--- src/core/ident_map.svh ---
/*
 * Word addresses, fixed field values and sizes of the identify parameter block.
 * Assumes it is included by its bare name from the package and the design modules.
 */
// Overview of operation
// Block goes to the host by the same protocol as a sector read.
// Reserved bits and reserved words of the block read zero.
// Word 0 gives default value in PCMCIA, alternate with bit 6 in IDE.
// Word 1 gives default translated cylinders, equal to the cylinder count.
// Words 7-8 hold sector count, which is also first invalid LBA.
// Serial text, words 10-19, right justified and padded with spaces.
// Model text, words 27-46, left justified and padded with spaces.
// Word 47 gives most sectors per interrupt for multiple commands.
// Word 49: bit 13 zero, bit 9 LBA support, bit 8 DMA support.
// Word 51 upper byte reads 02h, highest original PIO mode.
// Word 53 bit 1 validates words 64-70, bit 0 words 54-58.
// Words 57-58 hold product of current cylinders, heads and sectors.
// Word 59: bits 15-9 zero, bit 8 one, low byte 00h or 01h.
// Word 63 upper byte is one-hot selected DMA mode, bits 15-11 zero.
// Word 63 lower byte flags supported DMA modes, bits 7-3 zero.
// Word 64 bit 1 PIO mode 4, bit 0 PIO mode 3, rest zero.
// Words 65 to 68 each return 50h cycle time; the code returns zero in words 65-66 in PCMCIA mode.
// Word 163 bits 2-0 and 5-3 return 2h.
// Word 163 bits 8-6 selected PIO mode, bits 11-9 selected DMA mode.
// Word 47 holds 0001h.
// Word 63 reads 0407h by default, zero in PCMCIA mode.
// 256 sixteen-bit words, one sector, sent in ascending word order.
`ifndef IDENT_MAP_SVH
`define IDENT_MAP_SVH

`define ID_WORDS        256
`define ID_LAST_WORD    8'hff
`define ID_W_CFG        8'h00
`define ID_W_DEF_CYL    8'h01
`define ID_W_DEF_HEAD   8'h03
`define ID_W_DEF_SPT    8'h06
`define ID_W_CAP_MSW    8'h07
`define ID_W_CAP_LSW    8'h08
`define ID_W_SER_FIRST  8'h0a
`define ID_W_SER_LAST   8'h13
`define ID_W_RSV22      8'h16
`define ID_W_FW_FIRST   8'h17
`define ID_W_FW_LAST    8'h1a
`define ID_W_MOD_FIRST  8'h1b
`define ID_W_MOD_LAST   8'h2e
`define ID_W_MULT_MAX   8'h2f
`define ID_W_CAPS       8'h31
`define ID_W_PIO_OLD    8'h33
`define ID_W_VALID      8'h35
`define ID_W_CUR_CYL    8'h36
`define ID_W_CUR_HEAD   8'h37
`define ID_W_CUR_SPT    8'h38
`define ID_W_CUR_LSW    8'h39
`define ID_W_CUR_MSW    8'h3a
`define ID_W_MULT_SET   8'h3b
`define ID_W_LBA_LSW    8'h3c
`define ID_W_LBA_MSW    8'h3d
`define ID_W_DMA        8'h3f
`define ID_W_PIO_ADV    8'h40
`define ID_W_DMA_MIN    8'h41
`define ID_W_DMA_REC    8'h42
`define ID_W_PIO_MIN    8'h43
`define ID_W_PIO_IORDY  8'h44
`define ID_W_ADV_IDE    8'ha3
`define ID_W_ADV_PCM    8'ha4

`define ID_RSV22_VAL    16'h0004
`define ID_MULT_MAX_VAL 16'h0001
`define ID_CAPS_LBA_BIT 9
`define ID_CAPS_DMA_BIT 8
`define ID_PIO_OLD_VAL  16'h0200
`define ID_VALID_VAL    16'h0003
`define ID_MULT_VALID   16'h0100
`define ID_DMA_SUPPORT  8'h07
`define ID_PIO_ADV_VAL  16'h0003
`define ID_CYCLE_NS     16'h0050
`define ID_ADV_PIO_MAX  3'h2
`define ID_ADV_DMA_MAX  3'h2
`define ID_ADV_PCM_VAL  16'h001b
`define ID_SPACE        8'h20
`define ID_SER_CHARS    20
`define ID_MOD_CHARS    40
`define ID_FW_CHARS     8

`endif

--- src/core/ident_pkg.sv ---
/*
 * Types shared by the identify parameter block modules.
 * Assumes ident_map.svh sits on the include path.
 */
`include "ident_map.svh"

package ident_pkg;

    // Drive geometry as reported in a translation mode
    typedef struct packed {
        logic [15:0] cyl;
        logic [15:0] heads;
        logic [15:0] spt;
    } geom_t;

    // Mode settings chosen by the host through set-features
    typedef struct packed {
        logic [1:0] mwdma_sel;   // 0..2 standard mode, 3 none selected
        logic [2:0] adv_pio_sel;
        logic [2:0] adv_dma_sel;
        logic       mult_en;     // Current multiple count is 01h
        logic       dma_cap;
    } modes_t;

    // Transfer sequencer states
    typedef enum logic [2:0] {
        ST_IDLE = 3'b001,
        ST_FILL = 3'b010,
        ST_SEND = 3'b100
    } xfer_state_t;

endpackage

--- src/core/ident_text_pick.sv ---
/*
 * Picks one word of a fixed-width ASCII field, justified and padded with spaces.
 * Assumes character 0 of the text sits in bits 7:0 and the length is at most N.
 */
`timescale 1ns/1ns
`include "ident_map.svh"

module ident_text_pick #(
    parameter int N     = 20,
    parameter bit RIGHT = 1'b1
) (
    // Text source
    input  wire logic [8*N-1:0]         text,
    input  wire logic [$clog2(N+1)-1:0] len,
    // Word select within the field
    input  wire logic [7:0]             word_sel,
    output logic      [15:0]            word
);
    import ident_pkg::*;

    localparam int LW = $clog2(N+1);
    logic [8*N-1:0] field;

    // One character slot per field position
    genvar p;
    generate
        for (p = 0; p < N; p++) begin : g_slot
            localparam logic [LW-1:0] POS = LW'(p);
            localparam logic [LW-1:0] TOP = LW'(N);
            always_comb begin
                field[8*p +: 8] = `ID_SPACE;
                if (RIGHT) begin
                    // Text fills the tail, spaces lead
                    if (POS >= TOP - len)
                        field[8*p +: 8] = text[8*(p - N) + 8*len +: 8];
                end else if (POS < len) begin
                    field[8*p +: 8] = text[8*p +: 8];
                end
            end
        end
    endgenerate

    // First character of each pair goes in the upper byte
    always_comb begin
        word = 16'h0000;
        if (int'(word_sel) < N/2)
            word = {field[16*word_sel +: 8], field[16*word_sel + 8 +: 8]};
    end

endmodule

--- src/core/identify_block.sv ---
/*
 * Identify-drive parameter block source: builds the 256-word block and hands
 * it word by word to the data port with the same busy, data-request and
 * completion sequence that a one-sector read uses.
 * Assumes the command decoder pulses cmd_start for one cycle and that the
 * data port pulses data_rd once per word taken, both on sys_clk. The mode
 * pin ide_mode_pin comes straight from the card connector.
 * Mode words follow the filtered pin word by word, so a pin
 * change in mid-block shows from the next word on.
 */
`timescale 1ns/1ns
`include "ident_map.svh"

module identify_block #(
    // Arbitrary values; bit 6 of the alternate value marks non-removable
    // PCMCIA hosts expect the removable value
    parameter logic [15:0] CFG_WORD_PCMCIA = 16'h8001,
    parameter logic [15:0] CFG_WORD_IDE    = 16'h0041
) (
    // Clock and reset
    input  wire logic                     sys_clk,
    input  wire logic                     rstn,
    // Operating mode pin, high in true IDE mode
    input  wire logic                     ide_mode_pin,
    // Default and current geometry
    input  wire ident_pkg::geom_t         def_geom,
    input  wire ident_pkg::geom_t         cur_geom,
    // Capacity and host-selected modes
    input  wire logic [31:0]              sector_total,
    input  wire ident_pkg::modes_t        modes,
    // Serial text and its length
    input  wire logic [8*`ID_SER_CHARS-1:0] serial_text,
    input  wire logic [4:0]               serial_len,
    // Model and firmware text
    input  wire logic [8*`ID_MOD_CHARS-1:0] model_text,
    input  wire logic [5:0]               model_len,
    input  wire logic [8*`ID_FW_CHARS-1:0]  fw_text,
    // Command and data port
    input  wire logic                     cmd_start,
    input  wire logic                     data_rd,
    output logic                          xfer_busy,
    output logic                          xfer_drq,
    output logic      [15:0]              data_out,
    output logic                          xfer_done
);
    import ident_pkg::*;

    // Sequencer
    xfer_state_t state_r;
    xfer_state_t state_nxt;

    // Mode pin synchroniser
    logic [2:0]  ide_sync_r;
    logic        ide_r;

    // Word pointer and capacity
    logic [7:0]  idx_r;
    logic [7:0]  word_sel;
    logic [31:0] cur_cap_r;
    logic [47:0] cur_prod;

    // Word contents
    logic [15:0] word_val;
    logic [15:0] ser_word;
    logic [15:0] mod_word;

    // Data port registers
    logic [15:0] data_r;
    logic        done_r;

    // Decode helpers
    logic [7:0]  dma_onehot;
    logic        last_rd;

    // Mode pin crosses into sys_clk; a change counts once stages 2 and 3 agree
    // The pin is a static strap, so no handshake is needed
    always_ff @(posedge sys_clk or negedge rstn) begin
        if (!rstn) begin
            ide_sync_r <= 3'h0;
        end else begin
            ide_sync_r <= {ide_sync_r[1:0], ide_mode_pin};
        end
    end

    // Filtered mode level; reads PCMCIA after reset
    // Limitation: a pin change takes three to four cycles to show
    always_ff @(posedge sys_clk or negedge rstn) begin
        if (!rstn) begin
            ide_r <= 1'b0;
        end else if (ide_sync_r[2] == ide_sync_r[1]) begin
            ide_r <= ide_sync_r[2];
        end
    end

    // Read of the final word ends the transfer
    assign last_rd = (state_r == ST_SEND) && data_rd && (idx_r == `ID_LAST_WORD);

    // Sequencer: busy for one cycle, then data request until the last word
    // Idle: starts are taken only here; others drop
    // Fill: word 0 loads while busy shows
    // Send: each read moves one word on
    always_comb begin
        state_nxt = state_r;
        unique case (state_r)
            ST_IDLE: begin
                if (cmd_start)
                    state_nxt = ST_FILL;
            end
            ST_FILL: begin
                // Busy lasts one cycle
                state_nxt = ST_SEND;
            end
            ST_SEND: begin
                // Stay until the last word is taken
                if (last_rd)
                    state_nxt = ST_IDLE;
            end
        endcase
    end

    // State register
    always_ff @(posedge sys_clk or negedge rstn) begin
        if (!rstn) begin
            state_r <= ST_IDLE;
        end else begin
            state_r <= state_nxt;
        end
    end

    // Word pointer walks upward one step per word taken
    always_ff @(posedge sys_clk or negedge rstn) begin
        if (!rstn) begin
            idx_r <= 8'h00;
        end else if (state_r == ST_FILL) begin
            // Restart under busy, before any read
            idx_r <= 8'h00;
        end else if (state_r == ST_SEND && data_rd) begin
            idx_r <= idx_r + 8'h01;
        end
    end

    // The multiply is latched once per command so it stays off the word path
    // Only the low 32 bits are reported
    assign cur_prod = cur_geom.cyl * cur_geom.heads * cur_geom.spt;

    // Capacity, loaded as the start is taken
    always_ff @(posedge sys_clk or negedge rstn) begin
        if (!rstn) begin
            cur_cap_r <= 32'h0;
        end else if (state_r == ST_IDLE && cmd_start) begin
            cur_cap_r <= cur_prod[31:0];
        end
    end

    // Word to load next: word 0 on entry, else the one after the current
    // Decoding ahead allows a read every cycle
    assign word_sel = (state_r == ST_SEND) ? idx_r + 8'h01 : 8'h00;

    // Serial text, spaces lead
    ident_text_pick #(
        .N     (`ID_SER_CHARS),
        .RIGHT (1'b1)
    ) u_serial (
        .text     (serial_text),
        .len      (serial_len),
        .word_sel (word_sel - `ID_W_SER_FIRST),
        .word     (ser_word)
    );

    // Model text, spaces trail
    ident_text_pick #(
        .N     (`ID_MOD_CHARS),
        .RIGHT (1'b0)
    ) u_model (
        .text     (model_text),
        .len      (model_len),
        .word_sel (word_sel - `ID_W_MOD_FIRST),
        .word     (mod_word)
    );

    // One-hot code of the selected standard DMA mode, none when code 3
    // Higher modes show in word 163 only
    always_comb begin
        dma_onehot = 8'h00;
        if (modes.mwdma_sel != 2'h3)
            dma_onehot[modes.mwdma_sel] = 1'b1;
    end

    // Word contents; every word not listed is reserved and reads zero
    always_comb begin
        word_val = 16'h0000;
        case (word_sel) inside
            // Identity and default geometry
            `ID_W_CFG:
                word_val = ide_r ? CFG_WORD_IDE : CFG_WORD_PCMCIA;
            `ID_W_DEF_CYL:
                word_val = def_geom.cyl;
            `ID_W_DEF_HEAD:
                word_val = def_geom.heads;
            `ID_W_DEF_SPT:
                word_val = def_geom.spt;
            `ID_W_CAP_MSW:
                word_val = sector_total[31:16];
            `ID_W_CAP_LSW:
                word_val = sector_total[15:0];

            // Text, first character of a pair on top
            [`ID_W_SER_FIRST:`ID_W_SER_LAST]:
                word_val = ser_word;
            `ID_W_RSV22:
                word_val = `ID_RSV22_VAL;
            [`ID_W_FW_FIRST:`ID_W_FW_LAST]:
                word_val = {fw_text[16*(word_sel - `ID_W_FW_FIRST) +: 8],
                            fw_text[16*(word_sel - `ID_W_FW_FIRST) + 8 +: 8]};
            [`ID_W_MOD_FIRST:`ID_W_MOD_LAST]:
                word_val = mod_word;

            // Capabilities and validity flags
            `ID_W_MULT_MAX:
                word_val = `ID_MULT_MAX_VAL;
            `ID_W_CAPS: begin
                // Bit 13 stays zero: standby timer is maker defined
                word_val[`ID_CAPS_LBA_BIT] = 1'b1;
                word_val[`ID_CAPS_DMA_BIT] = modes.dma_cap;
            end
            `ID_W_PIO_OLD:
                word_val = `ID_PIO_OLD_VAL;
            `ID_W_VALID:
                word_val = `ID_VALID_VAL;

            // Current geometry and sector totals
            `ID_W_CUR_CYL:
                word_val = cur_geom.cyl;
            `ID_W_CUR_HEAD:
                word_val = cur_geom.heads;
            `ID_W_CUR_SPT:
                word_val = cur_geom.spt;
            `ID_W_CUR_LSW:
                word_val = cur_cap_r[15:0];
            `ID_W_CUR_MSW:
                word_val = cur_cap_r[31:16];
            `ID_W_MULT_SET:
                word_val = `ID_MULT_VALID | {15'h0, modes.mult_en};
            `ID_W_LBA_LSW:
                word_val = sector_total[15:0];
            `ID_W_LBA_MSW:
                word_val = sector_total[31:16];

            // DMA and cycle-time words
            `ID_W_DMA: begin
                // DMA is not offered in PCMCIA mode
                if (ide_r)
                    word_val = {dma_onehot, `ID_DMA_SUPPORT};
            end
            `ID_W_PIO_ADV:
                word_val = `ID_PIO_ADV_VAL;
            `ID_W_DMA_MIN, `ID_W_DMA_REC: begin
                if (ide_r)
                    word_val = `ID_CYCLE_NS;
            end
            `ID_W_PIO_MIN, `ID_W_PIO_IORDY:
                word_val = `ID_CYCLE_NS;

            // Advanced timing words
            `ID_W_ADV_IDE:
                word_val = {4'h0, modes.adv_dma_sel, modes.adv_pio_sel,
                            `ID_ADV_DMA_MAX, `ID_ADV_PIO_MAX};
            `ID_W_ADV_PCM:
                word_val = `ID_ADV_PCM_VAL;

            // Reserved, obsolete and maker words
            default:
                word_val = 16'h0000;
        endcase
    end

    // Data register: loaded with word 0 while busy, then after each read
    // A flop keeps decode settling off the port
    always_ff @(posedge sys_clk or negedge rstn) begin
        if (!rstn) begin
            data_r <= 16'h0000;
        end else if (state_r == ST_FILL) begin
            data_r <= word_val;
        end else if (state_r == ST_SEND && data_rd) begin
            // Past the last word the value is a don't-care, but held defined
            data_r <= last_rd ? 16'h0000 : word_val;
        end
    end

    // Completion pulse after the final word, as a read raises its interrupt
    // A new start is taken from this cycle on
    always_ff @(posedge sys_clk or negedge rstn) begin
        if (!rstn) begin
            done_r <= 1'b0;
        end else begin
            done_r <= last_rd;
        end
    end

    // Status outputs follow the sector-read sequence
    // Each compares all three one-hot state flops
    assign xfer_busy = (state_r == ST_FILL);
    assign xfer_drq  = (state_r == ST_SEND);
    assign data_out  = data_r;
    assign xfer_done = done_r;

endmodule

--- config.mk ---
export PLATFORM = sky130hd
export DESIGN_NAME = identify_block
export DESIGN_NICKNAME = d
export VERILOG_FILES = /design/src/core/ident_pkg.sv /design/src/core/ident_text_pick.sv /design/src/core/identify_block.sv
export VERILOG_INCLUDE_DIRS = /design/src /design/src/core
export SDC_FILE = /design/constraint.sdc
export NUM_CORES = 2
export LEC_CHECK = 0
export ABC_AREA = 1
export BUFFER_PORTS_ARGS = -buffer_cell sky130_fd_sc_hd__buf_2
export CAP_MARGIN = 10
export CELL_PAD_IN_SITES_DETAIL_PLACEMENT = 1
export CELL_PAD_IN_SITES_GLOBAL_PLACEMENT = 2
export CORE_MARGIN = 8
export CORE_UTILIZATION = 31
export DETAILED_ROUTE_END_ITERATION = 8
export PLACE_DENSITY_LB_ADDON = 0.3
export SLEW_MARGIN = 20
export SYNTH_ARGS = -nofsm -noshare
export SYNTH_HDL_FRONTEND = slang
export SYNTH_SLANG_ARGS = --single-unit
--- constraint.sdc ---
create_clock -name sys_clk -period 5.3 [get_ports sys_clk]
set_input_delay 0.53 -clock sys_clk [delete_from_list [all_inputs] [get_ports sys_clk]]
set_output_delay 0.53 -clock sys_clk [all_outputs]
set_load 0.05 [all_outputs]
* Word-level counts from Yosys, hierarchy flattened
Index checks and enable logic that the tools add are counted.
** Storage, ports and cells
- Word-level logic and storage cells :: 338
- Register bits :: 64
- Input port bits :: 698
- Output and inout bits :: 19
** Cells by class
- Multiply operators :: 2
- Eq/ne operators :: 34
- Mux-type cells :: 159
- Reductions and logical operators :: 12
- Order comparisons :: 70
- Shifts and indexed selects :: 26
- Add/subtract/negate cells :: 28
** Operator list (number)
- 160-bit by 33-bit indexed part select with 8-bit output :: 21
- 8-bit two-way mux :: 90
- 320-bit by 13-bit indexed part select with 8-bit output :: 1
- 320-bit by 33-bit indexed part select with 8-bit output :: 1
- 160-bit by 13-bit indexed part select with 8-bit output :: 1
- 6-bit two-way mux :: 25
- 64-bit by 33-bit indexed part select with 8-bit output :: 2
- 8-bit by 6-bit == test with 1-bit output (second input constant) :: 13
- 5-bit by 6-bit less-than comparator with 1-bit output (first input constant) :: 16
- 16-bit two-way mux :: 6
- 8-bit by 9-bit adder with 10-bit output (first input constant) :: 8
- 2-bit two-way mux :: 29
- 4-bit by 6-bit less-than comparator with 1-bit output (first input constant) :: 8
- 6-bit less-than comparator (first input constant) :: 8
- 7-bit by 9-bit adder with 10-bit output (first input constant) :: 4
- 9-bit by 9-bit adder with 10-bit output (first input constant) :: 4
- 8-bit by 7-bit == test with 1-bit output (second input constant) :: 5
- 4-bit by 5-bit greater-or-equal comparator with 1-bit output (first input constant) :: 8
- 16-bit by 16-bit multiplier with 32-bit output :: 1
- 32-bit by 16-bit multiplier with 32-bit output :: 1
- 12-bit by 4-bit adder with 13-bit output (second input constant) :: 2
- 8-bit == test (second input constant) :: 3
- 3-bit by 6-bit less-than comparator with 1-bit output (first input constant) :: 4
- 6-bit by 9-bit adder with 10-bit output (first input constant) :: 2
- other kinds (46) :: 68

* Longest topological paths before layout
- Depth in word-level cells :: 34
- Mapped depth :: 54
- Gate-level depth less buffers :: 51

* Hierarchy
A second synthesis with hierarchy kept.
** Unflattened totals
- Cell total of the unflattened synthesis :: 7646
- Area total of the unflattened synthesis :: 44091.0 um2
** Modules (own cells, without submodules)
- identify_block :: sequential area each 1602.8 um2, cells an instance 3905, area an instance 27153.5 um2, instances 1
- ident_text_pick at u_serial :: sequential area each 0.0 um2, cells an instance 2795, area an instance 12713.4 um2, instances 1
- ident_text_pick at u_model :: sequential area each 0.0 um2, cells an instance 946, area an instance 4224.1 um2, instances 1

* Worst setup path after synthesis
No wires, ideal clock.
- Kind :: input to register
- Start :: in cur_geom[42] in the netlist's numbering
- End :: reg cur_cap_r[30]
- Path buffers :: 3
- Required time :: 5.171 ns
- Path slack :: -5.446 ns
- Stages :: 45
- Setup time :: 0.129 ns
- Arrival :: 10.617 ns
- Path through :: clkbuf_1 > clkbuf_1 > nand2_1 > fa_1 > fa_1 > fa_1 > fa_1 > fa_1 > fa_1 > inv_1 > ha_1 > a21oi_1 > inv_1 > a31oi_1 > xor2_1 > clkbuf_1 > nand2_1 > fa_1 > [... 9 more ...] > nand2_1 > nor2_1 > a211oi_1 > a21boi_1 > inv_1 > nand2_1 > nand2_1 > nand2_1 > nand2_1 > a21boi_1 > o21ai_1 > a21boi_1 > nor2_1 > nor2_1 > nor2_1 > nor2_1 > xor2_1 > o21ai_1
** Between the ends
- Cells in the longest elaborated chain, start to end :: 2
** RTL lines
- start: declaration :: RTL line identify_block.sv:27 : input wire ident_pkg::geom_t cur_geom,
- 16-bit by 16-bit multiplier with 32-bit output :: RTL line identify_block.sv:144 : assign cur_prod = cur_geom.cyl * cur_geom.heads * cur_geom.spt;
- 32-bit by 16-bit multiplier with 32-bit output :: RTL line identify_block.sv:144
- end signal: assignment :: RTL line identify_block.sv:151 : cur_cap_r <= cur_prod[31:0];
- end: declaration :: RTL line identify_block.sv:59 : logic [31:0] cur_cap_r;
No other way between the ends.
A chain may end at the register's enable or synchronous reset.

* Worst setup path after layout
Ends and elaborated chain as after synthesis.

==> metrics.txt <==
synthesized flop and latch total=64; core area=135000 um2; maximum clock insertion buffer count=2; Max-Cap Viols=0; DRC viols=0; DR WL/cell=27.1 um; initial antenna violation count=41; Final HPWL DP=227 mm; CTS tree=done; Antenna Nets Post-Route=0; Slew HR=12.7%; Crit Path Category=input pin to register; FMAX=0.0995 GHz; clock-pin slew on the worst setup and hold paths=0.07 ns; reg-to-reg endpoint=data_out[15]; Cell Rows=135; first-pass GRT wire length=376 mm; cell mode on critical path=fa_1; Synth Instances=6894; Setup Viol. Count Final=27; Distinct cells, synth=87; Synth Cell Area=41900 um2; fin crit period=10.05 ns; Synth Area per Inst=6.08 um2; Seq/Total Area, Yosys=3.82%; skew final=0.0190 ns; CP endpoint kind=register; ys flop type=dfrtp_1; detailed-route via count=52300; Initial Util=31.1%; RSZ-0062 raised after global routing=yes; Worst Path Required=5.50 ns; fin crit share=190%; Hold Fails Final Rpt=0; Die W=384 um; die height=384 um; largest net degree at the start of global routing=115; setup ws final=-4.75 ns; syn nets=8290; Max Slew Vio Count=0; worst path arrival time=10.25 ns; YS warnings=0; Total GRT Usage=34.2%; Overflow after GRT=0; start point of the worst hold path=ide_mode_pin; Clock Root Buffer=clkbuf_16; cell family with most CP delay=adder cells; initial DRC count=4287; worst-case reg-to-reg path depth=23; Worst R2R Start=idx_r[0]; Via density=5.42; critical path's largest stage delay=0.55 ns; 1st-pass router iterations=6; Crit Path Max Fanout=10; Slew @ Worst Pin=1.30 ns; Core Util, Final=39.8%; Post-Place Setup Slack=-5.51 ns; CP bufs+invs=9; Post-synth EDFFs=0; Placer Congestion=1.02; CTS sink cnt=64; failing checks=setup timing; final WL=262 mm; Post-synth ARST share=100%; worst-skew pair later-pin latency=0.35 ns; H-tree Lvls=3; total die area=147000 um2; fraction of layout instances using a drive strength above 1=23.1%; port buffer count=716; Critical-path top delay cell=fa_1; WHS=0.304 ns; status=finished, violations left; WHS Path Cells=1; Worst Setup Start Kind=input pin; Hold/Removal Path Class=input pin to register; nets=9238; FF-to-FF setup slack=0.13 ns; vias in the first global route=54500; number of hold buffers added after CTS=0; Hold EP=ide_sync_r[0]; Num CTS Buffers=9; Area Overhead vs Synth=27.9%; IO Count=717
[cells in the mapped netlist (22+ instances only)]
master,instances,area (um2)
inv_2,35,131
buf_2,103,515
dfrtp_1,63,1580
ha_1,200,2500
a21oi_1,250,1250
inv_1,1079,4050
fa_1,498,9970
nor2_1,416,1560
o21ai_1,80,400
nand3_1,435,2180
clkbuf_1,216,811
xor2_1,41,359
o21ai_0,567,2840
buf_1,35,131
o31ai_1,22,165
o22ai_1,51,319
o211ai_1,42,315
nand2_1,2188,8210
or2_2,31,194
a31oi_1,85,532
nand4_1,36,225
nor3_1,35,175
[repair_timing]
action / in CTS / in global routing
setup endpoints to repair: 27 / 36
pin swaps: 112 / 71
buffers inserted: 40 / 20
gates cloned: 2 / 0
resized for setup: 289 / 134
[kinds of logic after synthesis]
family	Yosys count	synth area share (%)
AND/OR/NAND/NOR	3248	32.1
adder cells (fa/ha/maj)	699	29.8
XOR/XNOR	77	1.98
buffers and inverters	1504	14.0
AO/OA/AOI/OAI	1285	17.9
flip-flops	64	3.82
multiplexers	17	0.406
[per-stage QoR]
step	cell area, um2	TNS [ns]	std cells
finish	53600	-101.83	9655
global route	53600	-109.44	9642
CTS	52900	-100.85	9611
detailed placement	51200	-120.04	9554
global placement	51200	-117.65	9554
floorplan	43100	-92.99	6894
[per-layer routing]
metal | wire (um) | global-route usage (%) | up-vias
li1 | - | - | 23700
met3 | 23000 | 8.55 | 369
met2 | 116000 | 54.3 | 2020
met1 | 111000 | 44.9 | 26100
met4 | 11800 | 12.6 | 22
met5 | 160 | 0 | -
[state kept, by name, indices dropped and copies added (netlist names)]
signal      cells
idx_r           8
state_r         3
ide_sync_r      3
ide_r           1
data_out       16
xfer_done       1
cur_cap_r      32
[cells in the final DEF (no fill, tap or decap), drive strengths merged, types with 13 or more instances in the layout]
| cell type | synthesis | layout |
|---|---|---|
| o2111ai | 13 | 13 |
| a31oi | 85 | 85 |
| dfrtp | 63 | 63 |
| nand2 | 2206 | 2206 |
| o21ai | 654 | 654 |
| a22o | 16 | 16 |
| o221ai | 16 | 16 |
| nand3 | 445 | 445 |
| xor2 | 53 | 53 |
| o211ai | 43 | 43 |
| or2 | 38 | 38 |
| clkinv | 13 | 14 |
| a32o | 17 | 17 |
| nor2 | 449 | 449 |
| diode | 0 | 27 |
| nand4 | 36 | 36 |
| ha | 200 | 200 |
| nand3b | 14 | 14 |
| inv | 1119 | 1119 |
| mux2i | 17 | 17 |
| buf | 156 | 1309 |
| fa | 498 | 498 |
| xnor2 | 24 | 24 |
| o31ai | 22 | 22 |
| nor3 | 40 | 40 |
| a22oi | 13 | 13 |
| o22ai | 51 | 51 |
| a21oi | 258 | 258 |
[layout make-up]
| cell class | count | area (um2) |
|---|---|---|
| Antenna cell | 27 | 67.6 |
| Clock buffer | 10 | 239 |
| Clock inverter | 6 | 95.1 |
| Fill cell | 17800 | 81200 |
| Inverter | 1132 | 4330 |
| Multi-Input combinational cell | 5326 | 36100 |
| Sequential cell | 64 | 1600 |
| Tap cell | 1781 | 2230 |
| Timing Repair Buffer | 1309 | 8940 |
[how the worst max path moves through the flow]
stage	start	to	slack (ns)	depth (start not counted)
CTS	cur_geom[19]	cur_cap_r[31]	-4.71	51
detailed placement	cur_geom[39]	cur_cap_r[30]	-5.51	46
global route	cur_geom[42]	cur_cap_r[30]	-5.19	45
finish	cur_geom[42]	cur_cap_r[30]	-4.75	45
floorplan	cur_geom[37]	cur_cap_r[30]	-4.66	45
global placement	cur_geom[44]	cur_cap_r[30]	-5.40	42
Power is not shown: default switching activity piles up to over one toggle a cycle in this logic, so the estimate is an artifact.
